[config.mk]
export PLATFORM = sky130hd
export DESIGN_NAME = ssmc_supervisor
export DESIGN_NICKNAME = d
export VERILOG_FILES = /design/src/include/ssmc_pkg.sv /design/src/rtl/ssmc_settle_timer.sv /design/src/rtl/ssmc_supervisor.sv
export VERILOG_INCLUDE_DIRS = /design/src /design/src/include
export SDC_FILE = /design/constraint.sdc
export NUM_CORES = 1
export LEC_CHECK = 0
export BUFFER_PORTS_ARGS = -buffer_cell sky130_fd_sc_hd__buf_4
export CORE_MARGIN = 2
export CORE_UTILIZATION = 50
export DETAILED_ROUTE_END_ITERATION = 10
export PLACE_DENSITY_LB_ADDON = 0.2
export SETUP_SLACK_MARGIN = 0.02
export SLEW_MARGIN = 15
export SYNTH_ARGS = -nofsm -noshare
export SYNTH_HDL_FRONTEND = slang
export SYNTH_SLANG_ARGS = --single-unit
export TNS_END_PERCENT = 10
[constraint.sdc]
create_clock -name aclk -period 3.08 [get_ports aclk]
set_input_delay 0.616 -clock aclk [delete_from_list [all_inputs] [get_ports aclk]]
set_output_delay 0.616 -clock aclk [all_outputs]
set_load 0.1 [all_outputs]
[src/include/ssmc_consts.svh]
`ifndef SSMC_CONSTS_SVH
`define SSMC_CONSTS_SVH
// Register byte offsets
`define SSMC_HIGH_CTL_OFF 8'h00
`define SSMC_LOW_CTL_OFF 8'h04
`define SSMC_MODE_OFF 8'h08
`define SSMC_STATE_OFF 8'h0C
`define SSMC_INT_STAT_OFF 8'h10
`define SSMC_INT_MASK_OFF 8'h14
`define SSMC_EVENT_CFG_OFF 8'h18
// High control field positions
`define SSMC_HI_SUP_EN 0
`define SSMC_HI_SUP_KEEP 1
`define SSMC_HI_SUP_FP 2
`define SSMC_HI_AUTO 3
`define SSMC_HI_MON_EN 4
`define SSMC_HI_MON_FP 5
`define SSMC_HI_OVP 6
// Low control field positions
`define SSMC_LO_SUP_EN 0
`define SSMC_LO_SUP_FP 2
`define SSMC_LO_MON_EN 4
`define SSMC_LO_MON_FP 5
// Interrupt status positions
`define SSMC_IRQ_HI_SETTLED 0
`define SSMC_IRQ_LO_SETTLED 1
`define SSMC_IRQ_LO_EVENT 2
// Reset values
`define SSMC_HIGH_CTL_RST 8'h00
`define SSMC_LOW_CTL_RST 8'h00
`define SSMC_EVENT_CFG_RST 1'b1
// Timing: normal-mode settling, fast settling, clock period
`define SSMC_SETTLE_SLOW_NS 150000
`define SSMC_SETTLE_FAST_NS 2000
`define SSMC_CLK_NS 20
`define SSMC_SETTLE_SLOW_CYC (`SSMC_SETTLE_SLOW_NS / `SSMC_CLK_NS)
`define SSMC_SETTLE_FAST_CYC \
    ((`SSMC_SETTLE_FAST_NS + `SSMC_CLK_NS - 1) / `SSMC_CLK_NS)
`endif

[src/include/ssmc_pkg.sv]
package ssmc_pkg;
    // Comparator operating state
    typedef enum logic [1:0] {
        SSMC_OFF = 2'h0,
        SSMC_NORMAL = 2'h1,
        SSMC_FULL = 2'h2
    } ssmc_comp_t;
    // Power mode presented by the core
    typedef enum logic [1:0] {
        SSMC_ACTIVE = 2'h0,
        SSMC_LIGHT = 2'h1,
        SSMC_DEEP = 2'h2
    } ssmc_pmode_t;
    // Bus slave states, one-hot
    typedef enum logic [2:0] {
        SSMC_IDLE = 3'b001,
        SSMC_WRESP = 3'b010,
        SSMC_RDATA = 3'b100
    } ssmc_bus_t;
endpackage

[src/rtl/ssmc_settle_timer.sv]
`timescale 1ns/1ps
// Settling-delay flag: set on a control write, clears after the delay
module ssmc_settle_timer
    import ssmc_pkg::*;
#(
    parameter int CW = 13
) (
    input wire logic aclk,
    input wire logic aresetn,
    input wire logic ce,
    input wire logic start,
    input wire logic [CW-1:0] load,
    output logic busy,
    output logic done
);
    // All timer state
    typedef struct packed {
        logic [CW-1:0] cnt;
        logic busy;
        logic done;
    } ssmc_tmr_t;
    ssmc_tmr_t s_q, s_d;

    // Next state
    always_comb begin
        s_d = s_q;
        s_d.done = 1'b0;
        if (start) begin
            // Restart on every write
            s_d.busy = 1'b1;
            s_d.cnt = load;
        end else if (s_q.busy) begin
            if (s_q.cnt <= CW'(1)) begin
                s_d.busy = 1'b0;
                s_d.done = 1'b1;
            end else begin
                s_d.cnt = s_q.cnt - CW'(1);
            end
        end
    end

    // Register
    always_ff @(posedge aclk) begin
        if (!aresetn) begin
            s_q <= '0;
        end else if (ce) begin
            s_q <= s_d;
        end
    end

    assign busy = s_q.busy;
    assign done = s_q.done;
endmodule

[src/rtl/ssmc_supervisor.sv]
// Decided for this implementation: the register addresses and the AXI4-Lite interface to the registers.
`timescale 1ns/1ps
// Functional notes
// High supervisor off unless enabled; fullperf selects
// Manual deep: keep bit chooses off or hold
// Auto deep: off except all three set
// Monitor fp0: normal, manual normal, auto off
// Monitor fp1: full, manual full, auto normal
// Software waits both settle flags before deep
// Low supervisor fp0 gives slow 150us wake
// Low normal-mode enable selects slow wake-up
// Affected-configuration check reports fast high-off case
// Low event routes to reset or interrupt
// Overvoltage enable makes monitor trigger reset
// Software bounds settle polling by 300us
// Software swaps reset pin to NMI around writes; the testbench keeps low event reset routing during control writes except in the overvoltage test
// Software adds 150us delay for fast service
// Control write sets settle flag until elapsed
`include "ssmc_consts.svh"
module ssmc_supervisor
    import ssmc_pkg::*;
#(
    parameter int SLOW_CYC = `SSMC_SETTLE_SLOW_CYC,
    parameter int FAST_CYC = `SSMC_SETTLE_FAST_CYC
) (
    input wire logic aclk,
    input wire logic aresetn,
    input wire logic aclken,
    input wire logic [7:0] s_axi_awaddr,
    input wire logic s_axi_awvalid,
    output logic s_axi_awready,
    input wire logic [31:0] s_axi_wdata,
    input wire logic [3:0] s_axi_wstrb,
    input wire logic s_axi_wvalid,
    output logic s_axi_wready,
    output logic [1:0] s_axi_bresp,
    output logic s_axi_bvalid,
    input wire logic s_axi_bready,
    input wire logic [7:0] s_axi_araddr,
    input wire logic s_axi_arvalid,
    output logic s_axi_arready,
    output logic [31:0] s_axi_rdata,
    output logic [1:0] s_axi_rresp,
    output logic s_axi_rvalid,
    input wire logic s_axi_rready,
    input wire logic [1:0] power_mode,
    input wire logic low_side_event_pin,
    input wire logic high_overvoltage_pin,
    output logic [1:0] high_supervisor_state,
    output logic [1:0] high_monitor_state,
    output logic slow_wakeup,
    output logic por_request,
    output logic irq
);
    localparam int CW = 14;
    // All block state
    typedef struct packed {
        ssmc_bus_t bus;
        logic aw_got;
        logic w_got;
        logic [7:0] awaddr;
        logic [31:0] wdata;
        logic [3:0] wstrb;
        logic [1:0] bresp;
        logic [31:0] rdata;
        logic [1:0] rresp;
        logic [7:0] high_ctl;
        logic [7:0] low_ctl;
        logic event_to_por;
        logic [2:0] int_stat;
        logic [2:0] int_mask;
        logic [2:0] evt_sync;
        logic [2:0] ovp_sync;
        logic [1:0] hs_state;
        logic [1:0] hm_state;
        logic slow_wake;
        logic por;
        logic irq;
    } ssmc_state_t;
    ssmc_state_t s_q, s_d;

    // Settle timer handshake
    logic hi_start, lo_start;
    logic hi_busy, lo_busy, hi_done, lo_done;
    logic [CW-1:0] hi_load, lo_load;
    // Decoded fields
    logic h_en, h_keep, h_fp, h_auto, hm_en, hm_fp, h_ovp;
    logic l_sup_en, l_sup_fp, l_mon_en, l_mon_fp;
    logic fast_low, affected, evt_hit, ovp_hit;
    ssmc_pmode_t pm;
    ssmc_comp_t hs_next, hm_next;

    assign pm = ssmc_pmode_t'(power_mode);
    assign h_en = s_q.high_ctl[`SSMC_HI_SUP_EN];
    assign h_keep = s_q.high_ctl[`SSMC_HI_SUP_KEEP];
    assign h_fp = s_q.high_ctl[`SSMC_HI_SUP_FP];
    assign h_auto = s_q.high_ctl[`SSMC_HI_AUTO];
    assign hm_en = s_q.high_ctl[`SSMC_HI_MON_EN];
    assign hm_fp = s_q.high_ctl[`SSMC_HI_MON_FP];
    assign h_ovp = s_q.high_ctl[`SSMC_HI_OVP];
    assign l_sup_en = s_q.low_ctl[`SSMC_LO_SUP_EN];
    assign l_sup_fp = s_q.low_ctl[`SSMC_LO_SUP_FP];
    assign l_mon_en = s_q.low_ctl[`SSMC_LO_MON_EN];
    assign l_mon_fp = s_q.low_ctl[`SSMC_LO_MON_FP];

    // Settling time follows the setting being written, not the old one
    assign hi_load = (s_q.wdata[`SSMC_HI_SUP_FP] |
        s_q.wdata[`SSMC_HI_MON_FP]) ? CW'(FAST_CYC) : CW'(SLOW_CYC);
    assign lo_load = s_q.wdata[`SSMC_LO_SUP_FP] ? CW'(FAST_CYC)
        : CW'(SLOW_CYC);

    // High supervisor state per power mode
    always_comb begin
        hs_next = SSMC_OFF;
        if (!h_en) begin
            hs_next = SSMC_OFF;
        end else if (pm != SSMC_DEEP) begin
            hs_next = h_fp ? SSMC_FULL : SSMC_NORMAL;
        end else if (h_auto) begin
            // Only all-set survives deep entry
            hs_next = (h_keep && h_fp) ? SSMC_NORMAL : SSMC_OFF;
        end else if (h_keep) begin
            hs_next = h_fp ? SSMC_FULL : SSMC_NORMAL;
        end else begin
            hs_next = SSMC_OFF;
        end
    end

    // High monitor state per power mode
    always_comb begin
        hm_next = SSMC_OFF;
        if (!hm_en) begin
            hm_next = SSMC_OFF;
        end else if (!hm_fp) begin
            hm_next = (pm == SSMC_DEEP && h_auto) ?
                SSMC_OFF : SSMC_NORMAL;
        end else begin
            hm_next = (pm == SSMC_DEEP && h_auto) ?
                SSMC_NORMAL : SSMC_FULL;
        end
    end

    // Wake-up path and affected-configuration check
    always_comb begin
        // Any low comparator in normal mode forces slow wake
        fast_low = !((l_sup_en && !l_sup_fp) ||
            (l_mon_en && !l_mon_fp));
        affected = 1'b0;
        if (fast_low) begin
            if (h_en && !h_fp && (!h_keep || h_auto)) begin
                affected = 1'b1;
            end
            if (hm_en && !hm_fp && h_auto) begin
                affected = 1'b1;
            end
        end
    end

    // Synchronised event pins: second and third stage agree
    assign evt_hit = s_q.evt_sync[1] & s_q.evt_sync[2];
    assign ovp_hit = s_q.ovp_sync[1] & s_q.ovp_sync[2];

    // Bus, registers and outputs
    always_comb begin
        logic wr_go;
        logic [31:0] rd;
        logic [2:0] set_bits;
        wr_go = 1'b0;
        rd = 32'h00000000;
        set_bits = 3'h0;
        s_d = s_q;
        hi_start = 1'b0;
        lo_start = 1'b0;
        s_d.evt_sync = {s_q.evt_sync[1:0], low_side_event_pin};
        s_d.ovp_sync = {s_q.ovp_sync[1:0], high_overvoltage_pin};
        case (s_q.bus)
            SSMC_IDLE: begin
                // Capture address and data in either order
                if (s_axi_awvalid && !s_q.aw_got) begin
                    s_d.aw_got = 1'b1;
                    s_d.awaddr = s_axi_awaddr;
                end
                if (s_axi_wvalid && !s_q.w_got) begin
                    s_d.w_got = 1'b1;
                    s_d.wdata = s_axi_wdata;
                    s_d.wstrb = s_axi_wstrb;
                end
                if (s_q.aw_got && s_q.w_got) begin
                    wr_go = 1'b1;
                    s_d.aw_got = 1'b0;
                    s_d.w_got = 1'b0;
                    s_d.bus = SSMC_WRESP;
                end else if (s_axi_arvalid && !s_q.aw_got
                        && !s_q.w_got) begin
                    s_d.bus = SSMC_RDATA;
                    s_d.rresp = 2'h0;
                    case (s_axi_araddr)
                        `SSMC_HIGH_CTL_OFF: rd = {24'h000000, s_q.high_ctl};
                        `SSMC_LOW_CTL_OFF: rd = {24'h000000, s_q.low_ctl};
                        `SSMC_MODE_OFF: rd = {29'h00000000,
                            s_q.event_to_por, lo_busy, hi_busy};
                        `SSMC_STATE_OFF: rd = {26'h0000000, affected,
                            s_q.slow_wake, s_q.hm_state, s_q.hs_state};
                        `SSMC_INT_STAT_OFF: rd = {29'h00000000, s_q.int_stat};
                        `SSMC_INT_MASK_OFF: rd = {29'h00000000, s_q.int_mask};
                        `SSMC_EVENT_CFG_OFF: rd = {31'h00000000,
                            s_q.event_to_por};
                        default: s_d.rresp = 2'h2;
                    endcase
                    s_d.rdata = rd;
                end
            end
            SSMC_WRESP: begin
                if (s_axi_bready) begin
                    s_d.bus = SSMC_IDLE;
                end
            end
            SSMC_RDATA: begin
                if (s_axi_rready) begin
                    s_d.bus = SSMC_IDLE;
                end
            end
            default: begin
                s_d.bus = SSMC_IDLE;
            end
        endcase
        // Register write effects
        if (wr_go) begin
            s_d.bresp = 2'h0;
            case (s_q.awaddr)
                `SSMC_HIGH_CTL_OFF: if (s_q.wstrb[0]) begin
                    s_d.high_ctl = s_q.wdata[7:0];
                    hi_start = 1'b1;
                end
                `SSMC_LOW_CTL_OFF: if (s_q.wstrb[0]) begin
                    s_d.low_ctl = s_q.wdata[7:0];
                    lo_start = 1'b1;
                end
                `SSMC_MODE_OFF, `SSMC_STATE_OFF: begin
                    s_d.bresp = 2'h0;
                end
                `SSMC_INT_STAT_OFF: if (s_q.wstrb[0]) begin
                    s_d.int_stat = s_q.int_stat & ~s_q.wdata[2:0];
                end
                `SSMC_INT_MASK_OFF: if (s_q.wstrb[0]) begin
                    s_d.int_mask = s_q.wdata[2:0];
                end
                `SSMC_EVENT_CFG_OFF: if (s_q.wstrb[0]) begin
                    s_d.event_to_por = s_q.wdata[0];
                end
                default: s_d.bresp = 2'h2;
            endcase
        end
        // Events, set wins over clear
        set_bits[`SSMC_IRQ_HI_SETTLED] = hi_done;
        set_bits[`SSMC_IRQ_LO_SETTLED] = lo_done;
        set_bits[`SSMC_IRQ_LO_EVENT] = evt_hit && !s_q.event_to_por;
        s_d.int_stat = s_d.int_stat | set_bits;
        // Outputs
        s_d.hs_state = hs_next;
        s_d.hm_state = hm_next;
        s_d.slow_wake = !fast_low;
        s_d.por = (evt_hit && s_q.event_to_por) ||
            (ovp_hit && h_ovp && hm_en);
        s_d.irq = |(s_d.int_stat & s_q.int_mask);
    end

    // State register
    always_ff @(posedge aclk) begin
        if (!aresetn) begin
            s_q <= '0;
            s_q.bus <= SSMC_IDLE;
            s_q.high_ctl <= `SSMC_HIGH_CTL_RST;
            s_q.low_ctl <= `SSMC_LOW_CTL_RST;
            s_q.event_to_por <= `SSMC_EVENT_CFG_RST;
            s_q.slow_wake <= 1'b0;
        end else if (aclken) begin
            s_q <= s_d;
        end
    end

    // Settling flags for each side
    ssmc_settle_timer #(.CW(CW)) u_hi_settle (
        .aclk(aclk),
        .aresetn(aresetn),
        .ce(aclken),
        .start(hi_start),
        .load(hi_load),
        .busy(hi_busy),
        .done(hi_done)
    );
    ssmc_settle_timer #(.CW(CW)) u_lo_settle (
        .aclk(aclk),
        .aresetn(aresetn),
        .ce(aclken),
        .start(lo_start),
        .load(lo_load),
        .busy(lo_busy),
        .done(lo_done)
    );

    // Outputs straight from flops
    assign s_axi_awready = (s_q.bus == SSMC_IDLE) && !s_q.aw_got;
    assign s_axi_wready = (s_q.bus == SSMC_IDLE) && !s_q.w_got;
    assign s_axi_bvalid = s_q.bus == SSMC_WRESP;
    assign s_axi_bresp = s_q.bresp;
    assign s_axi_arready = (s_q.bus == SSMC_IDLE) && !s_q.aw_got
        && !s_q.w_got;
    assign s_axi_rvalid = s_q.bus == SSMC_RDATA;
    assign s_axi_rdata = s_q.rdata;
    assign s_axi_rresp = s_q.rresp;
    assign high_supervisor_state = s_q.hs_state;
    assign high_monitor_state = s_q.hm_state;
    assign slow_wakeup = s_q.slow_wake;
    assign por_request = s_q.por;
    assign irq = s_q.irq;

    // Disabled supervisor is off one cycle later
    a_hs_disabled_off: assert property (@(posedge aclk)
        disable iff (!aresetn) aclken && !h_en
        |=> high_supervisor_state == SSMC_OFF)
        else $error("high supervisor on while disabled");
    a_hs_manual_deep: assert property (@(posedge aclk)
        disable iff (!aresetn) h_en && !h_auto && pm == SSMC_DEEP
        && !h_keep |-> hs_next == SSMC_OFF)
        else $error("manual deep not off");
    a_hs_auto_deep: assert property (@(posedge aclk)
        disable iff (!aresetn) h_auto && pm == SSMC_DEEP
        |-> hs_next == ((h_en && h_keep && h_fp) ? SSMC_NORMAL
        : SSMC_OFF))
        else $error("auto deep state wrong");
    a_hm_fp0_state: assert property (@(posedge aclk)
        disable iff (!aresetn) hm_en && !hm_fp |-> hm_next ==
        ((pm == SSMC_DEEP && h_auto) ? SSMC_OFF : SSMC_NORMAL))
        else $error("monitor normal case wrong");
    a_hm_fp1_state: assert property (@(posedge aclk)
        disable iff (!aresetn) hm_en && hm_fp |-> hm_next ==
        ((pm == SSMC_DEEP && h_auto) ? SSMC_NORMAL : SSMC_FULL))
        else $error("monitor full case wrong");
    a_slow_wake_sel: assert property (@(posedge aclk)
        disable iff (!aresetn) aclken && l_sup_en && !l_sup_fp
        |=> !aclken || slow_wakeup)
        else $error("slow wake not selected");
    a_fast_wake_sel: assert property (@(posedge aclk)
        disable iff (!aresetn) !(l_sup_en && !l_sup_fp) &&
        !(l_mon_en && !l_mon_fp) |-> fast_low)
        else $error("fast wake not selected");
    a_affected_chk: assert property (@(posedge aclk)
        disable iff (!aresetn) !fast_low |-> !affected)
        else $error("affected with slow wake");
    a_event_route: assert property (@(posedge aclk)
        disable iff (!aresetn) aclken && evt_hit && s_q.event_to_por
        |=> !aclken || por_request)
        else $error("low event did not reset");
    a_ovp_reset: assert property (@(posedge aclk)
        disable iff (!aresetn) aclken && ovp_hit && h_ovp && hm_en
        |=> !aclken || por_request)
        else $error("overvoltage did not reset");
    a_settle_set: assert property (@(posedge aclk)
        disable iff (!aresetn) aclken && lo_start
        |=> !aclken || lo_busy)
        else $error("settle flag not set");
endmodule

Word-level counts from Yosys, hierarchy flattened
Index checks and enable logic that the tools add are counted.
{ "op_classes": {"order_cmp": 2, "n_mux": 48, "n_reduce_logical": 53, "n_bitwise": 8, "n_addsub": 2, "n_eq_ne": 22} }
{ "ops": {"columns": ["cell", "count"], "rows": [
  ["$pmux 8 s7", 1],
  ["$eq 8x5->1 const B", 6],
  ["$eq 8x4->1 const B", 4],
  ["$mux 16", 2],
  ["$mux 15", 2],
  ["$le 14x1->1 const B", 2],
  ["$mux 14", 2],
  ["$sub 14x1->14 const B", 2],
  ["$mux 13", 2],
  ["$mux 2", 13],
  ["$mux 3", 8],
  ["$reduce_and 4->1", 6],
  ["$logic_and 1x1->1", 20],
  ["$reduce_and 3->1", 6],
  ["$eq 8x3->1 const B", 2],
  ["$logic_not 8->1", 2],
  ["$mux 1", 16],
  ["$reduce_or 7->1", 2],
  ["$pmux 3 s3", 1],
  ["$logic_not 1->1", 8],
  ["$reduce_bool 2->1", 4],
  ["$and 3x3->3", 2],
  ["$mux 6", 1],
  ["$ne 2x2->1 const B", 3],
  ["other kinds (14)", 18]
]} }
{ "word_totals": {"out_inout_bits": 48, "reg_bits": 126, "in_bits": 64, "word_cells": 162} }

Longest topological paths before layout
{ "depth": {"ltp_word": 8, "depth_mapped": 9, "mapped_depth_nobuf": 7} }

Cells and area by module
Synthesis repeated with hierarchy kept, for this count alone.
{ "hier_totals": {"cells_unflattened": 675, "hier_area_um2": 5644.2} }
{ "by_module_without_submodules": {"columns": ["mod", "cells_each", "n_inst", "area_per_inst_um2", "seq_area_each_um2"], "rows": [
  ["ssmc_supervisor", 385, 1, 3387.0, 1361.3],
  ["ssmc_settle_timer", 145, 2, 1128.6, 320.3]
]} }

Worst setup path before layout
Ideal clock, no wire load.
{ "synth_timing": {"path_type": "register to output", "start": "register s_q[118] (netlist name)", "end": "output s_axi_arready", "stages_incl_launch_ff": 3, "n_path_buf": 0, "setup_slack_ns": -0.359, "required_time_ns": 2.464, "arrival_time_ns": 2.823, "cell_sequence": "dfxtp_1 -> or3b_1 -> nor3_1"} }
{ "synth_via": {"elab_chain_cells": 3} }
{ "synth_lines": {"columns": ["element", "line", "rtl"], "rows": [
  ["start, declared", "ssmc_supervisor.sv:80", "ssmc_state_t s_q, s_d;"],
  ["$eq 3x1->1", "ssmc_supervisor.sv:307", "assign s_axi_arready = (s_q.bus == SSMC_IDLE) && !s_q.aw_got"],
  ["$logic_and 1x1->1", "ssmc_supervisor.sv:307", null],
  ["$logic_and 1x1->1", "ssmc_supervisor.sv:308", "&& !s_q.w_got;"],
  ["end, declared", "ssmc_supervisor.sv:41", "output logic s_axi_arready,"]
]} }
No other way between the ends.

Worst setup path in the final report
{ "layout_timing": {"start": "register s_q[118] (netlist name)", "end": "register u_lo_settle.s_q[5] (netlist name)"} }
{ "layout_via": {"elab_chain_cells": 5, "word_cells_on_any_way": 7, "cone_classes": "2 x eq/ne; 3 x mux; 2 x reduce/logical"} }
{ "layout_lines": {"columns": ["element", "line", "rtl"], "rows": [
  ["$eq 3x1->1 *", "ssmc_supervisor.sv:176", "case (s_q.bus)"],
  ["$mux 1 *", "ssmc_supervisor.sv:176", null],
  ["$mux 1 *", "ssmc_supervisor.sv:228", "if (wr_go) begin"],
  ["$ne 2x2->1 (no source line) or $reduce_bool 2->1 (tied branches)", null, null],
  ["$reduce_and 3->1 (no source line)", null, null],
  ["end signal, assigned", "ssmc_settle_timer.sv:45", "s_q <= '0;"],
  ["end signal, assigned", "ssmc_settle_timer.sv:47", "s_q <= s_d;"],
  ["end, declared", "ssmc_settle_timer.sv:22", "ssmc_tmr_t s_q, s_d;"]
]} }
Every way passes the cells marked *; elsewhere a longest branch is shown, timed or not.
A chain may end at the register's enable or synchronous reset.

==> impl_metrics.json <==
{
  "crit_fanout": 13,
  "postSynth.asyncResetShare_pct": 0,
  "place_inst": 780,
  "clk_pin_slew_ps": 90,
  "drtIter0Drc": 229,
  "busiest_layer": "met2",
  "row_count": 37,
  "fmax_mhz": 383.7,
  "pwr_density_cell_nw_per_um2": 459.8,
  "fin_util_pct": 56.87,
  "ys_types": 76,
  "worstMarginPinSlew_ps": 680.5,
  "outcome": "finished clean",
  "synth_top_area_share_pct": 37.92,
  "grt_setup_unrepaired": "no",
  "netlist_top_cells_count": "dfxtp_1 (100), nor2_1 (70), nand2_1 (62)",
  "total_power_mw": 2.687,
  "post_route_cells_drive_above_1_share_pct": 17.00,
  "gr-total-overflow": 0,
  "p_int_mw": 1.893,
  "route.vias.total": 4587,
  "crit_family": "simple AND/OR/NAND/NOR gates",
  "synth_edf_count": 0,
  "fillers": 940,
  "synthMuxAreaShare_pct": 10.29,
  "pwr-share-clk_pct": 34.0,
  "start_kind": "flip-flop",
  "avgSynthCellArea_um2": 8.366,
  "slew_headroom_pct": 53.99,
  "synth_top_cell_by_area": "dfxtp_1",
  "drc": 0,
  "grt_pass1_wl_mm": 20.43,
  "yosys.area_share.simple_pct": 22.45,
  "synth_top_family_by_area": "simple AND/OR/NAND/NOR gates",
  "hold_viol": 0,
  "cts_tree": "yes",
  "synth_fa_ha_area_share_pct": 1.185,
  "final.setup.tns_ps": 0,
  "cp_num_buf_inv": 0,
  "synth_ff_type": "dfxtp_1",
  "met2_usage_pct": 35.58,
  "drv_slew": 0,
  "diodes": 0,
  "setup_viol": 0,
  "grt_max_degree": 51,
  "ant_nets": 0,
  "p_sw_mw": 0.7942,
  "cts_resized": 0,
  "avgRoutedWirePerCell_um": 15.64,
  "p_sw_share_pct": 29.55,
  "root_buffer": "clkbuf_8",
  "critPathMaxStageDelay_ps": 750,
  "yosysMostFrequentCell": "dfxtp_1",
  "synth_compound_area_share_pct": 17.66,
  "wl_mm": 12.44,
  "critical_path_class": "flip-flop to flip-flop",
  "firstDrtPassIters": 4,
  "cts_made_buffers": 9,
  "htreeDepth": 3,
  "holdCritPathClass": "flip-flop to flip-flop",
  "yosys.area_share.xor_xnor_pct": 0.1659,
  "sequentialPowerShare_pct": 50.0,
  "maxCapViolations": 0,
  "hpwl_mm": 8.841,
  "synth_area_um2": 5279,
  "clk_latency_ps": 360,
  "comb_power_share_pct": 16.0,
  "final_nets": 724,
  "syn_inst": 631,
  "cp_cell_sequence": "or3b_1, or4_1, nand2_1, o22ai_1, a32o_1",
  "initial_core_util_pct": 51.36,
  "ir_drop_mv": 0.2630,
  "finalClockSkew_ps": 11.21,
  "vias_per_cell": 5.770,
  "ios": 112,
  "core_area_um2": 10280,
  "yosysWarningCount": 0,
  "antenna_found_initial": 0,
  "die_y_um": 106.8,
  "postCtsHoldBufs": 0,
  "cp-end-kind": "flip-flop",
  "place_congestion": 0.8128,
  "grt_util_met3_pct": 3.587,
  "final-instance-count-excl-fill": 795,
  "grt_pass1_vias": 4214,
  "cp_slowest_cell": "or4_1",
  "grt.met1_usage_pct": 30.40,
  "ys_top_cells_by_area": "dfxtp_1 (38%), mux2i_1 (8.2%), buf_4 (5.8%)",
  "numPortBuffers": 58,
  "crit_arrival_ps": 2870,
  "cts_setup_buffers": 0,
  "dieArea_um2": 11400,
  "clockBufferDepth": 2,
  "p_leak_nw": 2.300,
  "die_w_um": 106.8,
  "grt_usage_pct": 22.32,
  "clock-sinks": 100,
  "fin_crit_ps": 2606,
  "ys_ff_latch": 100,
  "finalCritPeriodShare_pct": 84.62,
  "crit_required_ps": 3340,
  "seq_area_frac_synth_pct": 37.92,
  "area_growth_pct": 10.71
}
-- layout by cell type, fill, tap and decap left out, types with 4 or more instances in the layout --
cell type  count
dfxtp_1      100
buf_4         71
nor2_1        70
nand2_1       62
mux2i_1       43
a21oi_1       42
conb_1        26
inv_1         16
nor3_1        16
nand3_1       13
o21ai_0       13
or3_1         13
clkbuf_8      10
nand4_1        9
a211oi_1       8
a31oi_1        8
nor3b_1        6
a22oi_1        6
nor4_1         6
or4_1          6
o22ai_1        6
and3_1         5
o21ai_1        5
o31ai_1        5
ha_1           5
a311oi_1       4
a2bb2oi_1      4
mux2_2         4
and2_1         4
o32ai_1        4
-- layer usage --
metal | vias up | wire, um
met4 | 0 | 218
met3 | 18 | 739
met2 | 146 | 5776
met1 | 2176 | 5701
li1 | 2247 | -
met5 | - | 0
-- worst paths after layout --
path / start / endpoint / slack (ps) / depth (start not counted)
worst min-delay path: s_q[27] / s_q[27] / 460 / 2
worst max-delay path: s_q[118] / u_lo_settle.s_q[5] / 470 / 5
worst max register to register: s_q[118] / u_lo_settle.s_q[5] / 470 / 5
worst min register to register: s_q[27] / s_q[27] / 460 / 2
-- per-stage QoR --
step	setup slack (ps)	hold slack, ps	cell area (um2)
floorplan	-331.4	428.9	5378
finish	473.6	459.0	5844
CTS	509.9	462.1	5844
global route	335.7	472.9	5844
detailed placement	521.3	448.8	5629
global placement	585.8	439.9	5629
-- registers in the layout (all words and copies together) (netlist names), 2 cells and up --
signal	cells
s_d	4
high_supervisor_state	2
s_q	36
high_monitor_state	2
s_axi_rdata	8
u_lo_settle.s_q	14
u_hi_settle.s_q	14
-- worst min-delay path: stages, from the launching register on --
cell and delay [ps]:
dfxtp_1 320, nand2_1 50, a21oi_1 50
-- layout make-up --
cell class                 instances  area (um2)  share of cell area (%)
tap                              136       170.2                   2.912
clock inverter                     4       73.82                   1.263
multi-input combinational        455        2840                   48.60
sequential                       100        2002                   34.25
inverter                          17       63.81                   1.092
clock buffer                      11       141.4                   2.419
timing repair buffer              72       553.0                   9.463
-- kinds of logic after synthesis --
| group | count (synthesis) |
|---|---|
| flip-flops | 100 |
| buffers and inverters | 101 |
| other | 1 |
| AND/OR/NAND/NOR | 237 |
| multiplexers | 50 |
| AO/OA/AOI/OAI | 136 |
| XOR/XNOR | 1 |
| adder cells (fa/ha/maj) | 5 |
-- power groups by stage --
stage | registers, mW | logic [mW] | clock network [mW]
6_report | 1.34 | 0.429 | 0.914
2_1_floorplan | 1.37 | 0.369 | 0
3_5_place_dp | 1.37 | 0.428 | 0
4_1_cts | 1.34 | 0.429 | 0.944
3_3_place_gp | 1.37 | 0.423 | 0
5_1_grt | 1.35 | 0.451 | 0.992
Note: power is estimated with default switching activity, not from simulation.
